## config.mk

```make
export PLATFORM = sky130hd
export DESIGN_NAME = sdbg_core
export DESIGN_NICKNAME = d
export VERILOG_FILES = /design/src/inc/sdbg_pkg.sv /design/src/rtl/sdbg_core.sv
export SDC_FILE = /design/constraint.sdc
export NUM_CORES = 1
export LEC_CHECK = 0
export ABC_CLOCK_PERIOD_IN_PS = 9200
export BUFFER_PORTS_ARGS = -buffer_cell sky130_fd_sc_hd__buf_2
export CAP_MARGIN = 10
export CORE_MARGIN = 2
export CORE_UTILIZATION = 50
export DETAILED_ROUTE_END_ITERATION = 12
export GPL_TIMING_DRIVEN = 0
export PLACE_DENSITY_LB_ADDON = 0.1
export SETUP_SLACK_MARGIN = 0.02
export SYNTH_ARGS = -nofsm -noshare
export SYNTH_HDL_FRONTEND = slang
export SYNTH_SLANG_ARGS = --single-unit
```

## constraint.sdc

```tcl
create_clock -name clk_in -period 9.2 [get_ports clk_in]
set_clock_uncertainty 0.2 [all_clocks]
set_input_delay 0.46 -clock clk_in [delete_from_list [all_inputs] [get_ports clk_in]]
set_output_delay 0.46 -clock clk_in [all_outputs]
set_load 0.005 [all_outputs]
```

## src/inc/sdbg_pkg.sv

```systemverilog
// constants and types for the single-wire debug command block
`default_nettype none
package sdbg_pkg;
  // clock and serial timing
  localparam int CLK_HZ       = 25_000_000;
  // fast enough that a full register dump stays short
  localparam int LINK_BAUD    = 1_000_000;
  localparam int BIT_CYCLES   = CLK_HZ / LINK_BAUD;
  localparam int HALF_CYCLES  = BIT_CYCLES / 2;
  localparam int CNT_W        = 16;
  localparam int FRAME_BITS   = 10;

  // command opcodes
  localparam logic [7:0] OP_READ_REV   = 8'h00;
  localparam logic [7:0] OP_READ_STAT  = 8'h01;
  localparam logic [7:0] OP_READ_CTL   = 8'h02;
  localparam logic [7:0] OP_WRITE_CTL  = 8'h03;
  localparam logic [7:0] OP_READ_REGS  = 8'h04;
  localparam logic [7:0] OP_WRITE_REGS = 8'h05;
  localparam logic [7:0] REG_BYTES     = 8'h40;

  // packet check byte
  localparam logic [7:0] CRC_POLY = 8'h07;
  localparam logic [7:0] CRC_INIT = 8'h00;

  // revision identifier, value arbitrary
  localparam logic [15:0] REV_ID = 16'h0a51;

  // register indices; byte address is four times the index
  localparam logic [31:0] IDX_TRACE  = 32'h00ff_e013;
  localparam logic [31:0] IDX_CTL    = 32'h00ff_e014;
  localparam logic [31:0] IDX_STAT   = 32'h00ff_e015;
  localparam logic [31:0] IDX_BKPT   = 32'h00ff_e016;
  localparam logic [31:0] IDX_REV    = 32'h00ff_e017;
  localparam logic [31:0] ADDR_TRACE = IDX_TRACE << 2;
  localparam logic [31:0] ADDR_CTL   = IDX_CTL << 2;
  localparam logic [31:0] ADDR_STAT  = IDX_STAT << 2;
  localparam logic [31:0] ADDR_BKPT  = IDX_BKPT << 2;
  localparam logic [31:0] ADDR_REV   = IDX_REV << 2;

  // trace control fields
  localparam int         TRACE_EN_BIT   = 7;
  localparam int         TRACE_SEL_LSB  = 0;
  localparam int         TRACE_SEL_W    = 3;
  localparam logic [7:0] TRACE_RW_MASK  = 8'h87;
  localparam logic [7:0] TRACE_RESET    = 8'h00;
  localparam logic [11:0] TRACE_EVENTS0 = 12'h010;
  localparam logic [14:0] TRACE_BYTES0  = 15'h0080;

  // debug control and status fields
  localparam int         CTL_BKPT_EN_BIT = 0;
  localparam logic [7:0] CTL_RESET       = 8'h00;
  localparam int         STAT_OPEN_BIT   = 0;
  localparam int         STAT_TRACE_BIT  = 1;
  localparam int         STAT_BKPT_BIT   = 2;
  localparam logic [23:0] BKPT_RESET     = 24'h00_0000;

  typedef enum logic [1:0] {RX_IDLE, RX_BITS} sdbg_rx_t;
  typedef enum logic [1:0] {TX_IDLE, TX_WAIT, TX_START, TX_BITS} sdbg_tx_t;
  typedef enum logic [2:0] {
    C_LOCKED, C_IDLE, C_WRCTL, C_WRREG, C_SEND, C_WAITTX
  } sdbg_cmd_t;

  typedef struct packed {
    logic [3:0]  sel;
    logic [31:0] wdata;
    logic        wr;
  } sdbg_cpu_reg_t;

  typedef struct packed {
    logic        en;
    logic [2:0]  size;
    logic [11:0] events;
    logic [14:0] bytes;
  } sdbg_trace_t;
endpackage
`default_nettype wire

```

## src/rtl/sdbg_core.sv

```systemverilog
// single-wire debug command interpreter with apb register slave
`default_nettype none

module sdbg_core
  import sdbg_pkg::*;
(
  input  wire logic          clk_in,
  input  wire logic          rst_n_in,
  input  wire logic          psel_in,
  input  wire logic          penable_in,
  input  wire logic          pwrite_in,
  input  wire logic [31:0]   paddr_in,
  input  wire logic [31:0]   pwdata_in,
  output logic      [31:0]   prdata_out,
  output logic               pready_out,
  output logic               pslverr_out,
  input  wire logic          debug_line_in,
  output logic               debug_line_out,
  output logic               debug_line_oe_out,
  input  wire logic [23:0]   cpu_addr_in,
  input  wire logic [31:0]   cpu_reg_rdata_in,
  output sdbg_cpu_reg_t      cpu_reg_out,
  output logic               breakpoint_out,
  output sdbg_trace_t        trace_out,
  output logic      [7:0]    debug_control_out
);

  function automatic logic [7:0] crc8(input logic [7:0] c, input logic [7:0] d);
    logic [7:0] r;
    r = c ^ d;
    for (int i = 0; i < 8; i++)
    begin
      r = r[7] ? ((r << 1) ^ CRC_POLY) : (r << 1);
    end
    return r;
  endfunction

  // ****************************************
  // line sampling and receiver
  // ****************************************
  sdbg_rx_t         rx_state;
  sdbg_tx_t         tx_state;
  logic             line_q;
  logic             fall;
  logic [CNT_W-1:0] rx_cnt;
  logic [3:0]       rx_bit;
  logic [8:0]       rx_shift;
  logic             rx_valid;
  logic [7:0]       rx_byte;

  assign fall = line_q & ~debug_line_in;

  always_ff @(posedge clk_in or negedge rst_n_in)
  begin
    if (!rst_n_in)
      line_q <= 1'b1;
    else
      line_q <= debug_line_in;
  end

  // receiver only listens while we are not answering, so the host's
  // flow-control start bit is never taken for a command byte
  always_ff @(posedge clk_in or negedge rst_n_in)
  begin
    if (!rst_n_in)
    begin
      rx_state <= RX_IDLE;
      rx_cnt   <= '0;
      rx_bit   <= '0;
      rx_shift <= '0;
      rx_valid <= 1'b0;
      rx_byte  <= '0;
    end
    else
    begin
      rx_valid <= 1'b0;
      unique case (rx_state)
        RX_IDLE:
        begin
          if (fall && tx_state == TX_IDLE)
          begin
            rx_state <= RX_BITS;
            rx_cnt   <= CNT_W'(HALF_CYCLES);
            rx_bit   <= '0;
          end
        end
        RX_BITS:
        begin
          if (rx_cnt != '0)
            rx_cnt <= rx_cnt - 1'b1;
          else
          begin
            rx_cnt <= CNT_W'(BIT_CYCLES - 1);
            rx_bit <= rx_bit + 1'b1;
            if (rx_bit == 4'd0 && debug_line_in)
              rx_state <= RX_IDLE;
            else if (rx_bit == 4'(FRAME_BITS))
            begin
              rx_state <= RX_IDLE;
              // space parity doubles as acknowledge; stop bit must be high
              if (!rx_shift[8] && debug_line_in)
              begin
                rx_valid <= 1'b1;
                rx_byte  <= rx_shift[7:0];
              end
            end
            else if (rx_bit != 4'd0)
              rx_shift <= {debug_line_in, rx_shift[8:1]};
          end
        end
        default:
          rx_state <= RX_IDLE;
      endcase
    end
  end

  // ****************************************
  // transmitter with start-bit flow control
  // ****************************************
  logic             tx_go;
  logic [7:0]       tx_data;
  logic [CNT_W-1:0] tx_cnt;
  logic [3:0]       tx_bit;
  logic [9:0]       tx_shift;
  logic             tx_done;

  always_ff @(posedge clk_in or negedge rst_n_in)
  begin
    if (!rst_n_in)
    begin
      tx_state          <= TX_IDLE;
      tx_cnt            <= '0;
      tx_bit            <= '0;
      tx_shift          <= '0;
      tx_done           <= 1'b0;
      debug_line_out    <= 1'b1;
      debug_line_oe_out <= 1'b0;
    end
    else
    begin
      tx_done <= 1'b0;
      unique case (tx_state)
        TX_IDLE:
        begin
          if (tx_go)
          begin
            tx_state <= TX_WAIT;
            // stop high, parity held at zero, data lsb first
            tx_shift <= {1'b1, 1'b0, tx_data};
          end
        end
        TX_WAIT:
        begin
          // hold off until the host sends its start bit
          if (fall)
          begin
            tx_state <= TX_START;
            tx_cnt   <= CNT_W'(BIT_CYCLES - 2);
          end
        end
        TX_START:
        begin
          if (tx_cnt != '0)
            tx_cnt <= tx_cnt - 1'b1;
          else
          begin
            tx_state          <= TX_BITS;
            tx_cnt            <= CNT_W'(BIT_CYCLES - 1);
            tx_bit            <= '0;
            debug_line_out    <= tx_shift[0];
            debug_line_oe_out <= 1'b1;
            tx_shift          <= {1'b1, tx_shift[9:1]};
          end
        end
        TX_BITS:
        begin
          if (tx_cnt != '0)
            tx_cnt <= tx_cnt - 1'b1;
          else if (tx_bit == 4'(FRAME_BITS - 1))
          begin
            tx_state          <= TX_IDLE;
            tx_done           <= 1'b1;
            debug_line_out    <= 1'b1;
            debug_line_oe_out <= 1'b0;
          end
          else
          begin
            tx_cnt         <= CNT_W'(BIT_CYCLES - 1);
            tx_bit         <= tx_bit + 1'b1;
            debug_line_out <= tx_shift[0];
            tx_shift       <= {1'b1, tx_shift[9:1]};
          end
        end
        default:
          tx_state <= TX_IDLE;
      endcase
    end
  end

  // ****************************************
  // command interpreter
  // ****************************************
  sdbg_cmd_t  cmd_state;
  logic [7:0] opcode;
  logic [7:0] idx;
  logic [7:0] resp_len;
  logic       with_crc;
  logic       rev_seen;
  logic [7:0] crc;
  logic [7:0] resp_byte;
  logic [7:0] data_byte;
  logic [7:0] next_idx;
  logic [1:0] byte_lane;
  logic       cmd_ctl_wr;
  logic [7:0] cmd_ctl_data;
  logic [7:0] debug_status_reg;
  logic [7:0] debug_control_reg;
  logic [7:0] trace_control_reg;
  logic [3:0] reg_sel;
  logic [31:0] reg_wdata;
  logic       reg_wr;

  assign next_idx = idx + 8'h01;
  // kept at two bits so the inversion is not widened before it applies
  assign byte_lane = ~idx[1:0];

  always_comb
  begin
    unique case (opcode)
      OP_READ_REV:  data_byte = (idx == 8'h00) ? REV_ID[15:8] : REV_ID[7:0];
      OP_READ_STAT: data_byte = debug_status_reg;
      OP_READ_CTL:  data_byte = debug_control_reg;
      OP_READ_REGS: data_byte = cpu_reg_rdata_in[{byte_lane, 3'b000} +: 8];
      default:      data_byte = 8'h00;
    endcase
    resp_byte = (idx == resp_len) ? crc : data_byte;
  end

  always_ff @(posedge clk_in or negedge rst_n_in)
  begin
    if (!rst_n_in)
    begin
      cmd_state    <= C_LOCKED;
      opcode       <= '0;
      idx          <= '0;
      resp_len     <= '0;
      with_crc     <= 1'b0;
      rev_seen     <= 1'b0;
      crc          <= CRC_INIT;
      tx_go        <= 1'b0;
      tx_data      <= '0;
      cmd_ctl_wr   <= 1'b0;
      cmd_ctl_data <= '0;
      reg_sel      <= '0;
      reg_wdata    <= '0;
      reg_wr       <= 1'b0;
    end
    else
    begin
      tx_go      <= 1'b0;
      cmd_ctl_wr <= 1'b0;
      reg_wr     <= 1'b0;
      unique case (cmd_state)
        C_LOCKED, C_IDLE:
        begin
          // until the first revision request every byte is dropped
          if (rx_valid && (cmd_state == C_IDLE || rx_byte == OP_READ_REV))
          begin
            opcode   <= rx_byte;
            idx      <= '0;
            crc      <= crc8(CRC_INIT, rx_byte);
            rev_seen <= rev_seen | (rx_byte == OP_READ_REV);
            with_crc <= 1'b1;
            reg_sel  <= 4'hf;
            unique case (rx_byte)
              OP_READ_REV:
              begin
                cmd_state <= C_SEND;
                resp_len  <= 8'h02;
                with_crc  <= rev_seen;
              end
              OP_READ_STAT, OP_READ_CTL:
              begin
                cmd_state <= C_SEND;
                resp_len  <= 8'h01;
              end
              OP_WRITE_CTL:
                cmd_state <= C_WRCTL;
              OP_READ_REGS:
              begin
                cmd_state <= C_SEND;
                resp_len  <= REG_BYTES;
              end
              OP_WRITE_REGS:
                cmd_state <= C_WRREG;
              default:
                cmd_state <= C_IDLE;
            endcase
          end
        end
        C_WRCTL:
        begin
          if (rx_valid)
          begin
            cmd_ctl_wr   <= 1'b1;
            cmd_ctl_data <= rx_byte;
            crc          <= crc8(crc, rx_byte);
            resp_len     <= 8'h00;
            cmd_state    <= C_SEND;
          end
        end
        C_WRREG:
        begin
          if (rx_valid)
          begin
            crc       <= crc8(crc, rx_byte);
            reg_wdata <= {reg_wdata[23:0], rx_byte};
            idx       <= next_idx;
            if (idx[1:0] == 2'b11)
            begin
              reg_wr  <= 1'b1;
              reg_sel <= ~idx[5:2];
            end
            if (next_idx == REG_BYTES)
            begin
              idx       <= '0;
              resp_len  <= 8'h00;
              cmd_state <= C_SEND;
            end
          end
        end
        C_SEND:
        begin
          if (idx == resp_len && !with_crc)
            cmd_state <= C_IDLE;
          else if (tx_state == TX_IDLE)
          begin
            tx_go     <= 1'b1;
            tx_data   <= resp_byte;
            cmd_state <= C_WAITTX;
            if (idx != resp_len)
              crc <= crc8(crc, resp_byte);
          end
        end
        C_WAITTX:
        begin
          if (tx_done)
          begin
            if (idx == resp_len)
              cmd_state <= C_IDLE;
            else
            begin
              idx       <= next_idx;
              reg_sel   <= ~next_idx[5:2];
              cmd_state <= C_SEND;
            end
          end
        end
        default:
          cmd_state <= C_IDLE;
      endcase
    end
  end

  assign cpu_reg_out.sel   = reg_sel;
  assign cpu_reg_out.wdata = reg_wdata;
  assign cpu_reg_out.wr    = reg_wr;

  // ****************************************
  // apb slave and register file
  // ****************************************
  logic        apb_ready;
  logic        apb_wr;
  logic        hit;
  logic [31:0] rd_mux;
  logic [23:0] bkpt_addr;
  logic        bkpt_sticky;

  // one wait state so read data comes straight from a flop
  assign pready_out = apb_ready;
  assign apb_wr     = psel_in & penable_in & pwrite_in & apb_ready;

  always_comb
  begin
    hit    = 1'b1;
    rd_mux = 32'h0000_0000;
    unique case (paddr_in)
      ADDR_TRACE: rd_mux = {24'h00_0000, trace_control_reg};
      ADDR_CTL:   rd_mux = {24'h00_0000, debug_control_reg};
      ADDR_STAT:  rd_mux = {24'h00_0000, debug_status_reg};
      ADDR_BKPT:  rd_mux = {8'h00, bkpt_addr};
      ADDR_REV:   rd_mux = {16'h0000, REV_ID};
      default:    hit = 1'b0;
    endcase
  end

  always_ff @(posedge clk_in or negedge rst_n_in)
  begin
    if (!rst_n_in)
    begin
      apb_ready   <= 1'b0;
      prdata_out  <= '0;
      pslverr_out <= 1'b0;
    end
    else
    begin
      apb_ready   <= psel_in & penable_in & ~apb_ready;
      pslverr_out <= psel_in & penable_in & ~apb_ready & ~hit;
      if (psel_in && penable_in && !apb_ready && !pwrite_in)
        prdata_out <= rd_mux;
    end
  end

  always_ff @(posedge clk_in or negedge rst_n_in)
  begin
    if (!rst_n_in)
      trace_control_reg <= TRACE_RESET;
    else if (apb_wr && paddr_in == ADDR_TRACE)
      // reserved bits stay zero whatever is written
      trace_control_reg <= pwdata_in[7:0] & TRACE_RW_MASK;
  end

  // the debug line's write wins over a same-cycle bus write
  always_ff @(posedge clk_in or negedge rst_n_in)
  begin
    if (!rst_n_in)
      debug_control_reg <= CTL_RESET;
    else if (cmd_ctl_wr)
      debug_control_reg <= cmd_ctl_data;
    else if (apb_wr && paddr_in == ADDR_CTL)
      debug_control_reg <= pwdata_in[7:0];
  end

  always_ff @(posedge clk_in or negedge rst_n_in)
  begin
    if (!rst_n_in)
      bkpt_addr <= BKPT_RESET;
    else if (apb_wr && paddr_in == ADDR_BKPT)
      bkpt_addr <= pwdata_in[23:0];
  end

  // ****************************************
  // breakpoint and trace
  // ****************************************
  always_ff @(posedge clk_in or negedge rst_n_in)
  begin
    if (!rst_n_in)
    begin
      breakpoint_out <= 1'b0;
      bkpt_sticky    <= 1'b0;
    end
    else
    begin
      breakpoint_out <= debug_control_reg[CTL_BKPT_EN_BIT]
                        & (cpu_addr_in == bkpt_addr);
      // a new hit outranks a clear in the same cycle
      if (breakpoint_out)
        bkpt_sticky <= 1'b1;
      else if (apb_wr && paddr_in == ADDR_STAT && pwdata_in[STAT_BKPT_BIT])
        bkpt_sticky <= 1'b0;
    end
  end

  always_comb
  begin
    debug_status_reg                 = 8'h00;
    debug_status_reg[STAT_OPEN_BIT]  = rev_seen;
    debug_status_reg[STAT_TRACE_BIT] = trace_control_reg[TRACE_EN_BIT];
    debug_status_reg[STAT_BKPT_BIT]  = bkpt_sticky;
  end

  assign debug_control_out = debug_control_reg;
  assign trace_out.en      = trace_control_reg[TRACE_EN_BIT];
  assign trace_out.size    = trace_control_reg[TRACE_SEL_LSB +: TRACE_SEL_W];
  assign trace_out.events  = TRACE_EVENTS0 << trace_out.size;
  assign trace_out.bytes   = TRACE_BYTES0 << trace_out.size;

endmodule
`default_nettype wire

```

# Word level (Yosys, flattened, before mapping)
# Index checks and enable logic that the tools add are counted.
# classes
add_sub_neg	5
mul	0
div	0
order_cmp	0
eq_ne	52
shifts	3
n_mux	123
n_bitwise	44
reduce_logical	62
# ops
op	count
32-bit by 26-bit == test with 1-bit output (second input constant)	5
8-bit 2-to-1 mux	17
24-bit case mux with 5 select lines	1
16-bit 2-to-1 mux	6
3-bit 2-to-1 mux	32
8-bit case mux with 3 select lines	4
3-bit inverter	24
16-bit case mux with 3 select lines	1
10-bit 2-to-1 mux	4
4-bit 2-to-1 mux	10
2-bit != test (second input constant)	18
16-bit case mux with 2 select lines	1
8-bit case mux with 4 select lines	1
16-bit nonzero test	2
32-bit by 6-bit variable part select with 8-bit output	1
16-bit by 1-bit subtractor with 16-bit output (second input constant)	2
10-bit case mux with 3 select lines	1
1-bit 2-to-1 mux	26
5-bit AND reduction	5
24-bit == test	1
8-bit by 2-bit == test with 1-bit output (second input constant)	3
8-bit by 3-bit == test with 1-bit output (second input constant)	3
8-bit zero test	3
6-bit AND reduction	4
47 further kinds	114
# totals
register_bits	240
latchBits	0
ram_bits	0
mem_bits_ro	0
in_bits	126
output_inout_bits	113
word_cells	325
mem_count	0

# Longest topological paths before layout
# Gate-level depths: netlist of the first run.
# logic_depth
depth_word	25
ltp_mapped	14
ltp_nobuf	11

# Least setup slack after synthesis of the first run
# OpenSTA, ideal clock, no wires.
# synth_timing
kind	register to register
startpoint	reg idx[0]
endpoint	reg crc[2]
setup_time_ps	131
arrival_ps	3045
slack_ps	5824
path_stages_with_launch	13
period_less_slack_ps	3376
path_cell_list	dfrtp_1 -> buf_2 -> buf_2 -> inv_1 -> ha_1 -> nor4b_1 -> a21oi_1 -> a2111oi_2 -> mux2_2 -> o22ai_1 -> xor2_1 -> mux2i_1 -> nand4_1
# synth_via
elab_chain_cells	14
# synth_lines
item	line_no	text
start, declared	sdbg_core.sv:205	logic [7:0] idx;
start signal, assigned	sdbg_core.sv:318	idx <= next_idx;
start signal, assigned	sdbg_core.sv:353	idx <= next_idx;
2-bit inverter / 8-bit zero test (equally long branches)	sdbg_core.sv:225, sdbg_core.sv:230	
32-bit by 6-bit variable part select with 8-bit output / 7-bit 2-to-1 mux (equally long branches)	sdbg_core.sv:233, sdbg_core.sv:230	
8-bit case mux with 4 select lines	sdbg_core.sv:229	unique case (opcode)
8-bit 2-to-1 mux	sdbg_core.sv:236	resp_byte = (idx == resp_len) ? crc : data_byte;
8-bit bitwise XOR	sdbg_core.sv:30	r = c ^ d;
3-bit 2-to-1 mux / 3-bit inverter (equally long branches)	-	
3-bit inverter (no line) / 3-bit 2-to-1 mux (equally long branches)	-	
3-bit 2-to-1 mux / 3-bit inverter (equally long branches)	-	
3-bit inverter (no line) / 3-bit 2-to-1 mux (equally long branches)	-	
3-bit 2-to-1 mux	sdbg_core.sv:33	r = r[7] ? ((r << 1) ^ CRC_POLY) : (r << 1);
8-bit 2-to-1 mux	sdbg_core.sv:341	if (idx != resp_len)
8-bit 2-to-1 mux	sdbg_core.sv:336	else if (tx_state == TX_IDLE)
8-bit 2-to-1 mux	sdbg_core.sv:334	if (idx == resp_len && !with_crc)
8-bit case mux with 3 select lines	sdbg_core.sv:263	unique case (cmd_state)
end signal, assigned	sdbg_core.sv:271	crc <= crc8(CRC_INIT, rx_byte);
end signal, assigned	sdbg_core.sv:307	crc <= crc8(crc, rx_byte);
end signal, assigned	sdbg_core.sv:342	crc <= crc8(crc, resp_byte);
end, declared	sdbg_core.sv:209	logic [7:0] crc;
# Several ways; a longest one is shown, not always the timed one. The select of a mux whose other input is x is not followed.
# A chain may end at the register's enable or synchronous reset.

# Worst setup path after layout of the first run
# Ends and elaborated chain as after synthesis.

==> impl_metrics.yaml, run 1 <==
cells_and_area:
  antenna_cells: 0
  final_layout_size_suffix_gt1_share_pct: 26.1
  final_area_mm2: 0.0148
  area_delta_synth_final_pct: 21.5
  nNetsFinal: 1659
  largest_register: "reg_wdata"
  top_regs: "reg_wdata x32, bkpt_addr x24, prdata_out x24"
  final_util_pct: 61.5
  largest_reg_flops: 32
detailed_routing:
  final_antenna_net_count: 0
  initialDrtViolationCount: 724
  drc: 0
  wire_per_inst_um: 17.1
  drtPass1Iterations: 6
  postRouteWirelength_um: 31700
  viasPerCell: 5.57
  vias: 10300
synthesis:
  synth_top_area_share_pct: 46.0
  yosys-top-cells-count: "224 x dfrtp_1, 122 x o21ai_0, 116 x nand2_1"
  synth_warnings: 0
  synth.distinct_cells: 77
  syn_area_mm2: 0.0122
  synth_cells: 1231
  ys_async_sr_fraction_pct: 100
  yosys.area.top_type: "dfrtp_1"
  ys.flop_type: "dfrtp_1"
  ys_ff_latch: 226
  synthTopCellsByArea: "dfrtp_1 46%, mux2_2 7.0%, o21ai_0 5.0%"
  ys_seq_area_share_pct: 46.4
  postSynthAreaPerCell_um2: 9.91
  synth_most_common_cell: "dfrtp_1"
  synth-edff-count: 0
floorplanning:
  core_mm2: 0.0241
  die_y_um: 160
  start_util_pct: 50.6
  die_area_mm2: 0.0257
  die_w_um: 160
  std_cell_rows: 57
  ios: 239
power:
  total_power_mw: 3.21
  power_per_cell_area_mw_per_mm2: 217
  ir_drop_mv: 0.180
  p_leak_nw: 7.08
grt:
  grt_pass1_wl_um: 52000
  grt_usage_pct: 24.6
  grt_max_degree: 122
  grt.overflow.total: 0
  antenna_found_initial: 0
  grt_pass1_vias: 10200
sta:
  holdWs_ns: 0.0126
  worstMarginPinSlew_ns: 1.12
  fin_tns_setup_ns: 0
  rsz0062_at_grt: "false"
  fin_crit_ns: 4.12
  slew_headroom_pct: 25.0
  finalSetupViolations: 0
  max_freq_ghz: 0.242
  period_share_pct: 44.8
  hold_viol: 0
  finalMaxSlewViolations: 0
critical_path:
  r2r_slack_ns: 5.08
  crit_path_end_kind: "flip-flop"
  crit_family: "compound AO/OA/AOI/OAI gates"
  regToRegStartpoint: "idx[0]"
  critPathMaxStageDelay_ns: 0.64
  crit_path_top_delay_cell: "a2111oi_2"
  worstSetupStartpointType: "flip-flop"
  r2r_end: "crc[2]"
  rr_worst_depth: 12
  arrival_ns: 4.32
  worstSetupPathType: "reg -> reg"
  critical_path_required_ns: 9.40
  worstPathCellList: "buf_2 > buf_2 > inv_1 > ha_1 > nor4b_1 > a21oi_1 > a2111oi_2 > mux2_2 > o22ai_1 > xor2_1 > mux2i_1 > nand4_1"
  crit_top_cell: "buf_2"
  worst-path-buf-inv: 3
  critPathMaxFanout: 10
place:
  gp_congestion: 0.921
  port_buffers: 211
  placedInstanceArea_mm2: 0.0138
  dpl.hpwl_um: 23000
cts:
  cts.sinks: 226
  clkTransAtPathRegs_ns: 0.06
  postCtsSetupRepairBufs: 0
  h-tree-depth: 1
  cts_max_path_buffers: 3
  cts-root-buf: "clkbuf_16"
  clock_latency_ns: 0.54
  cts_tree: "yes"
  numCtsBuffers: 26
job:
  cap_violations: 0
min_path:
  holdPathStages: 2
  hp-class: "in -> reg"
  whs_endpoint: "bkpt_addr[3]"
  worstHoldStart: "pwdata_in[3]"
run_status:
  outcome: "finished, final reports clean"
per-stage QoR:
stage / std cells / setup WS [ns]
2_1_floorplan: 1249 / 5.82
3_3_place_gp: 1784 / 3.40
3_5_place_dp: 1785 / 5.11
4_1_cts: 1854 / 5.06
5_1_grt: 1854 / 4.65
6_report: 1854 / 5.08
worst max-delay path by stage:
stage	startpoint	end	slack (ns)	depth (start not counted)
final	idx[0]	crc[2]	5.08	12
after floorplan	idx[0]	crc[2]	5.82	12
after global routing	idx[0]	crc[0]	4.65	12
after detailed placement	idx[0]	crc[2]	5.11	12
after CTS	idx[0]	crc[2]	5.06	12
after global placement	rst_n_in	prdata_out[17]	3.40	1
power breakdown:
part | switching [mW] | internal, mW | total (mW)
combinational | 0.649 | 0.410 | 1.06
clock | 0.408 | 0.557 | 0.965
sequential | 0.0864 | 1.10 | 1.19
layout by cell type (no fill, tap or decap), types with 9 or more instances in the layout:
cell           count
clkbuf_16         26
nand2b_1          15
a22o_1            21
dfrtp_1          224
nand3_1           31
dlygate4sd3_1     25
mux2_2            76
nor2b_1           11
o22ai_1           10
inv_1             35
mux2i_1           25
xnor2_1           43
buf_2            220
ha_1              19
nand2_1          116
a31oi_1            9
nand4_1           14
and3_1            13
a21oi_1           47
nor4_1            15
conb_1            19
nor2_1            92
xor2_1            33
o31ai_1           23
o21ai_0          122
buf_4             30
clkbuf_1          50
nor3_1            26
cells by family (layout without fill, tap and decap cells):
group	after synthesis	after routing	synth area share (%)
simple gates	383	383	15.7
compound gates	291	291	14.9
flops	226	226	46.4
buf+inv	125	406	4.93
mux	109	109	10.5
xor+xnor	76	76	5.46
fa+ha+maj	20	20	2.03
other cells	1	19	0.0307
cell type report:
cell class / instances / area [µm²]
multi-input combinational: 898 / 6010
buffer: 90 / 470
inverter: 35 / 131
tap: 324 / 405
clock buffer: 36 / 738
fill: 2140 / 9290
clock inverter: 8 / 56.3
sequential: 226 / 5660
timing repair buffer: 237 / 1340
metal layers:
| metal | wire (µm) | vias up | global-route usage, % | share of wire (%) |
|---|---|---|---|---|
| met1 | 13900 | 5068 | 33.5 | 44 |
| met3 | 1560 | 60 | 4.13 | 4.9 |
| met2 | 15500 | 264 | 40.7 | 49 |
| met4 | 750 | 0 | 7.13 | 2.4 |
| met5 | 0 | - | 0 | 0 |
| li1 | - | 4932 | - | - |
what timing repair did:
action	in CTS	in global routing
resized for setup	0	0
endpoints found under the hold margin	128	0
hold buffers	25	0
(Power assumes the default switching activity.)
==> inputs of run 2 (changes only) <==
- ABC_CLOCK_PERIOD_IN_PS: 9200 -> 3300
- clock period: 9.2 -> 3.3 ns (I/O delays scaled with it)
==> impl_metrics.yaml, run 2 (synthesis gave the netlist of run 1 again) <==
floorplanning:
  core_mm2: 0.0241
  start_util_pct: 50.6
  die_y_um: 160
  die_w_um: 160
  ios: 239
  die_area_mm2: 0.0257
  std_cell_rows: 57
job:
  cap_violations: 0
critical_path:
  critPathMaxStageDelay_ns: 0.55
  arrival_ns: 3.47
  crit_top_cell: "buf_6"
  r2r_slack_ns: 0.03
  critPathCapture: "crc[2]"
  regToRegStartpoint: "idx[0]"
  worstSetupStartpointType: "flip-flop"
  critPathLaunch: "idx[0]"
  worstSetupPathType: "reg -> reg"
  crit_path_end_kind: "flip-flop"
  critPathMaxFanout: 5
  critical_path_required_ns: 3.50
  crit_path_top_delay_cell: "mux4_2"
  r2r_end: "crc[2]"
  rr_worst_depth: 11
  worstPathCellList: "buf_6 > mux4_2 > a22o_1 > a2111oi_4 > mux2_4 > o22ai_4 > xor2_2 > buf_6 > buf_6 > nand4bb_1 > nand4_1"
sta:
  holdWs_ns: 0.0500
  fin_tns_setup_ns: 0
  finalSetupViolations: 0
  fin_crit_ns: 3.27
  hold_viol: 0
  rsz0062_at_grt: "true"
  period_share_pct: 99.2
  max_freq_ghz: 0.305
  finalMaxSlewViolations: 0
  worstMarginPinSlew_ns: 0.858
  slew_headroom_pct: 42.3
  final.setup.worst_slack_ns: 0.0258
min_path:
  hp-class: "in -> reg"
cells_and_area:
  mostFrequentLayoutCells: "222 x dfrtp_1, 215 x buf_2, 120 x o21ai_0"
  regArea_mm2: 0.00566
  top_regs: "reg_wdata x32, bkpt_addr x24, prdata_out x24"
  fill_cells: 2069
  final_layout_size_suffix_gt1_share_pct: 29.5
  multi_input_area_mm2: 0.00622
  final_util_pct: 64.6
  area_delta_synth_final_pct: 27.6
  final_common_cell: "dfrtp_1"
  largest_reg_flops: 32
  largest_register: "reg_wdata"
  nNetsFinal: 1700
power:
  power_per_cell_area_mw_per_mm2: 630
  ir_drop_mv: 0.569
  power.switching_mw: 3.40
  combPwrFrac_pct: 34.8
  swShare_pct: 34.7
  total_power_mw: 9.80
  clockPowerShare_pct: 31.4
  p_int_mw: 6.41
  p_leak_nw: 7.40
  seqPwrFrac_pct: 33.8
detailed_routing:
  vias: 10500
  initialDrtViolationCount: 744
  postRouteWirelength_um: 32500
  drtPass1Iterations: 6
  wire_per_inst_um: 17.1
  viasPerCell: 5.53
  drc: 0
  final_antenna_net_count: 0
grt:
  grt_pass1_vias: 9999
  grt_pass1_wl_um: 51700
  antenna_found_initial: 1
  grt_usage_pct: 24.6
  grt_max_degree: 122
  grt.overflow.total: 0
cts:
  cts_tree: "yes"
  cts-root-buf: "clkbuf_16"
  numCtsBuffers: 26
  cts_max_path_buffers: 3
  clock_latency_ns: 0.54
  cts.sinks: 226
  h-tree-depth: 1
  clkTransAtPathRegs_ns: 0.06
place:
  pre_cts_ws_ns: -0.542
  gp_congestion: 0.891
  dpl.hpwl_um: 23200
  port_buffers: 211
run_status:
  outcome: "finished, final reports clean"
## run 2: cell types whose count changed in the layout (fill, tap and decap cells not counted), sizes merged
cell         delta
buf            +24
dlygate4sd3    +18
bufinv          +4
clkbuf          -3
clkinvlp        +1
diode           +1
## run 2: through the flow
stage | cells | cell area (µm²)
final | 1899 | 15600
after global routing | 1899 | 15600
after CTS | 1880 | 15200
after detailed placement | 1785 | 13800
after global placement | 1784 | 13700
after floorplan | 1249 | 12300
## run 2: repair_timing
action,CTS,global route
hold buffers,43,0
gates resized for setup,11,53
pin swaps,4,12
endpoints found under the setup margin,41,81
setup buffers,5,19
endpoints found under the hold margin,171,0
## run 2: critical path, delay by kind of cell (launching register included)
kind	cells	cell delay (ns)
mux	2	0.90
buf+inv	3	0.38
simple gates	2	0.20
xor+xnor	1	0.16
compound gates	3	0.92
flops	1	0.36
## run 2: power by group through the flow
stage	clock network (mW)	registers [mW]	logic, mW
floorplan	0	3.30	2.14
CTS	3.13	3.31	3.06
global route	3.24	3.36	3.76
global placement	0	3.35	2.85
finish	3.08	3.32	3.41
detailed placement	0	3.35	2.91
## run 2: worst min path at each step
stage                   from      endpoint  cells after the start  slack, ns
6_report           pwrite_in   bkpt_sticky                      6       0.05
5_1_grt            pwrite_in  bkpt_addr[3]                      4       0.05
4_1_cts            pwrite_in   bkpt_sticky                      6       0.01
3_5_place_dp        rst_n_in    tx_cnt[15]                      1       0.07
3_3_place_gp   debug_line_in        line_q                      1       0.12
2_1_floorplan       rst_n_in  bkpt_addr[0]                      0      -0.33
## run 2: final cells by class
type | count | area share, %
diodes | 1 | 0.0161
plain buffers | 88 | 3.24
clock buffers | 34 | 4.76
clock inverters | 13 | 1.21
inverters | 35 | 0.844
multi-input cells | 898 | 39.9
flip-flops and latches | 226 | 36.4
well taps | 324 | 2.60
repair buffers | 280 | 11.0
## run 2: layer usage
layer,routed length [µm],vias up,GRT usage (%),share of wire [%]
met5,0,-,0,0
met1,14300,5141,34.5,44
met2,15900,275,40.7,49
met4,813,0,6.31,2.5
met3,1450,65,3.04,4.5
li1,-,5024,-,-
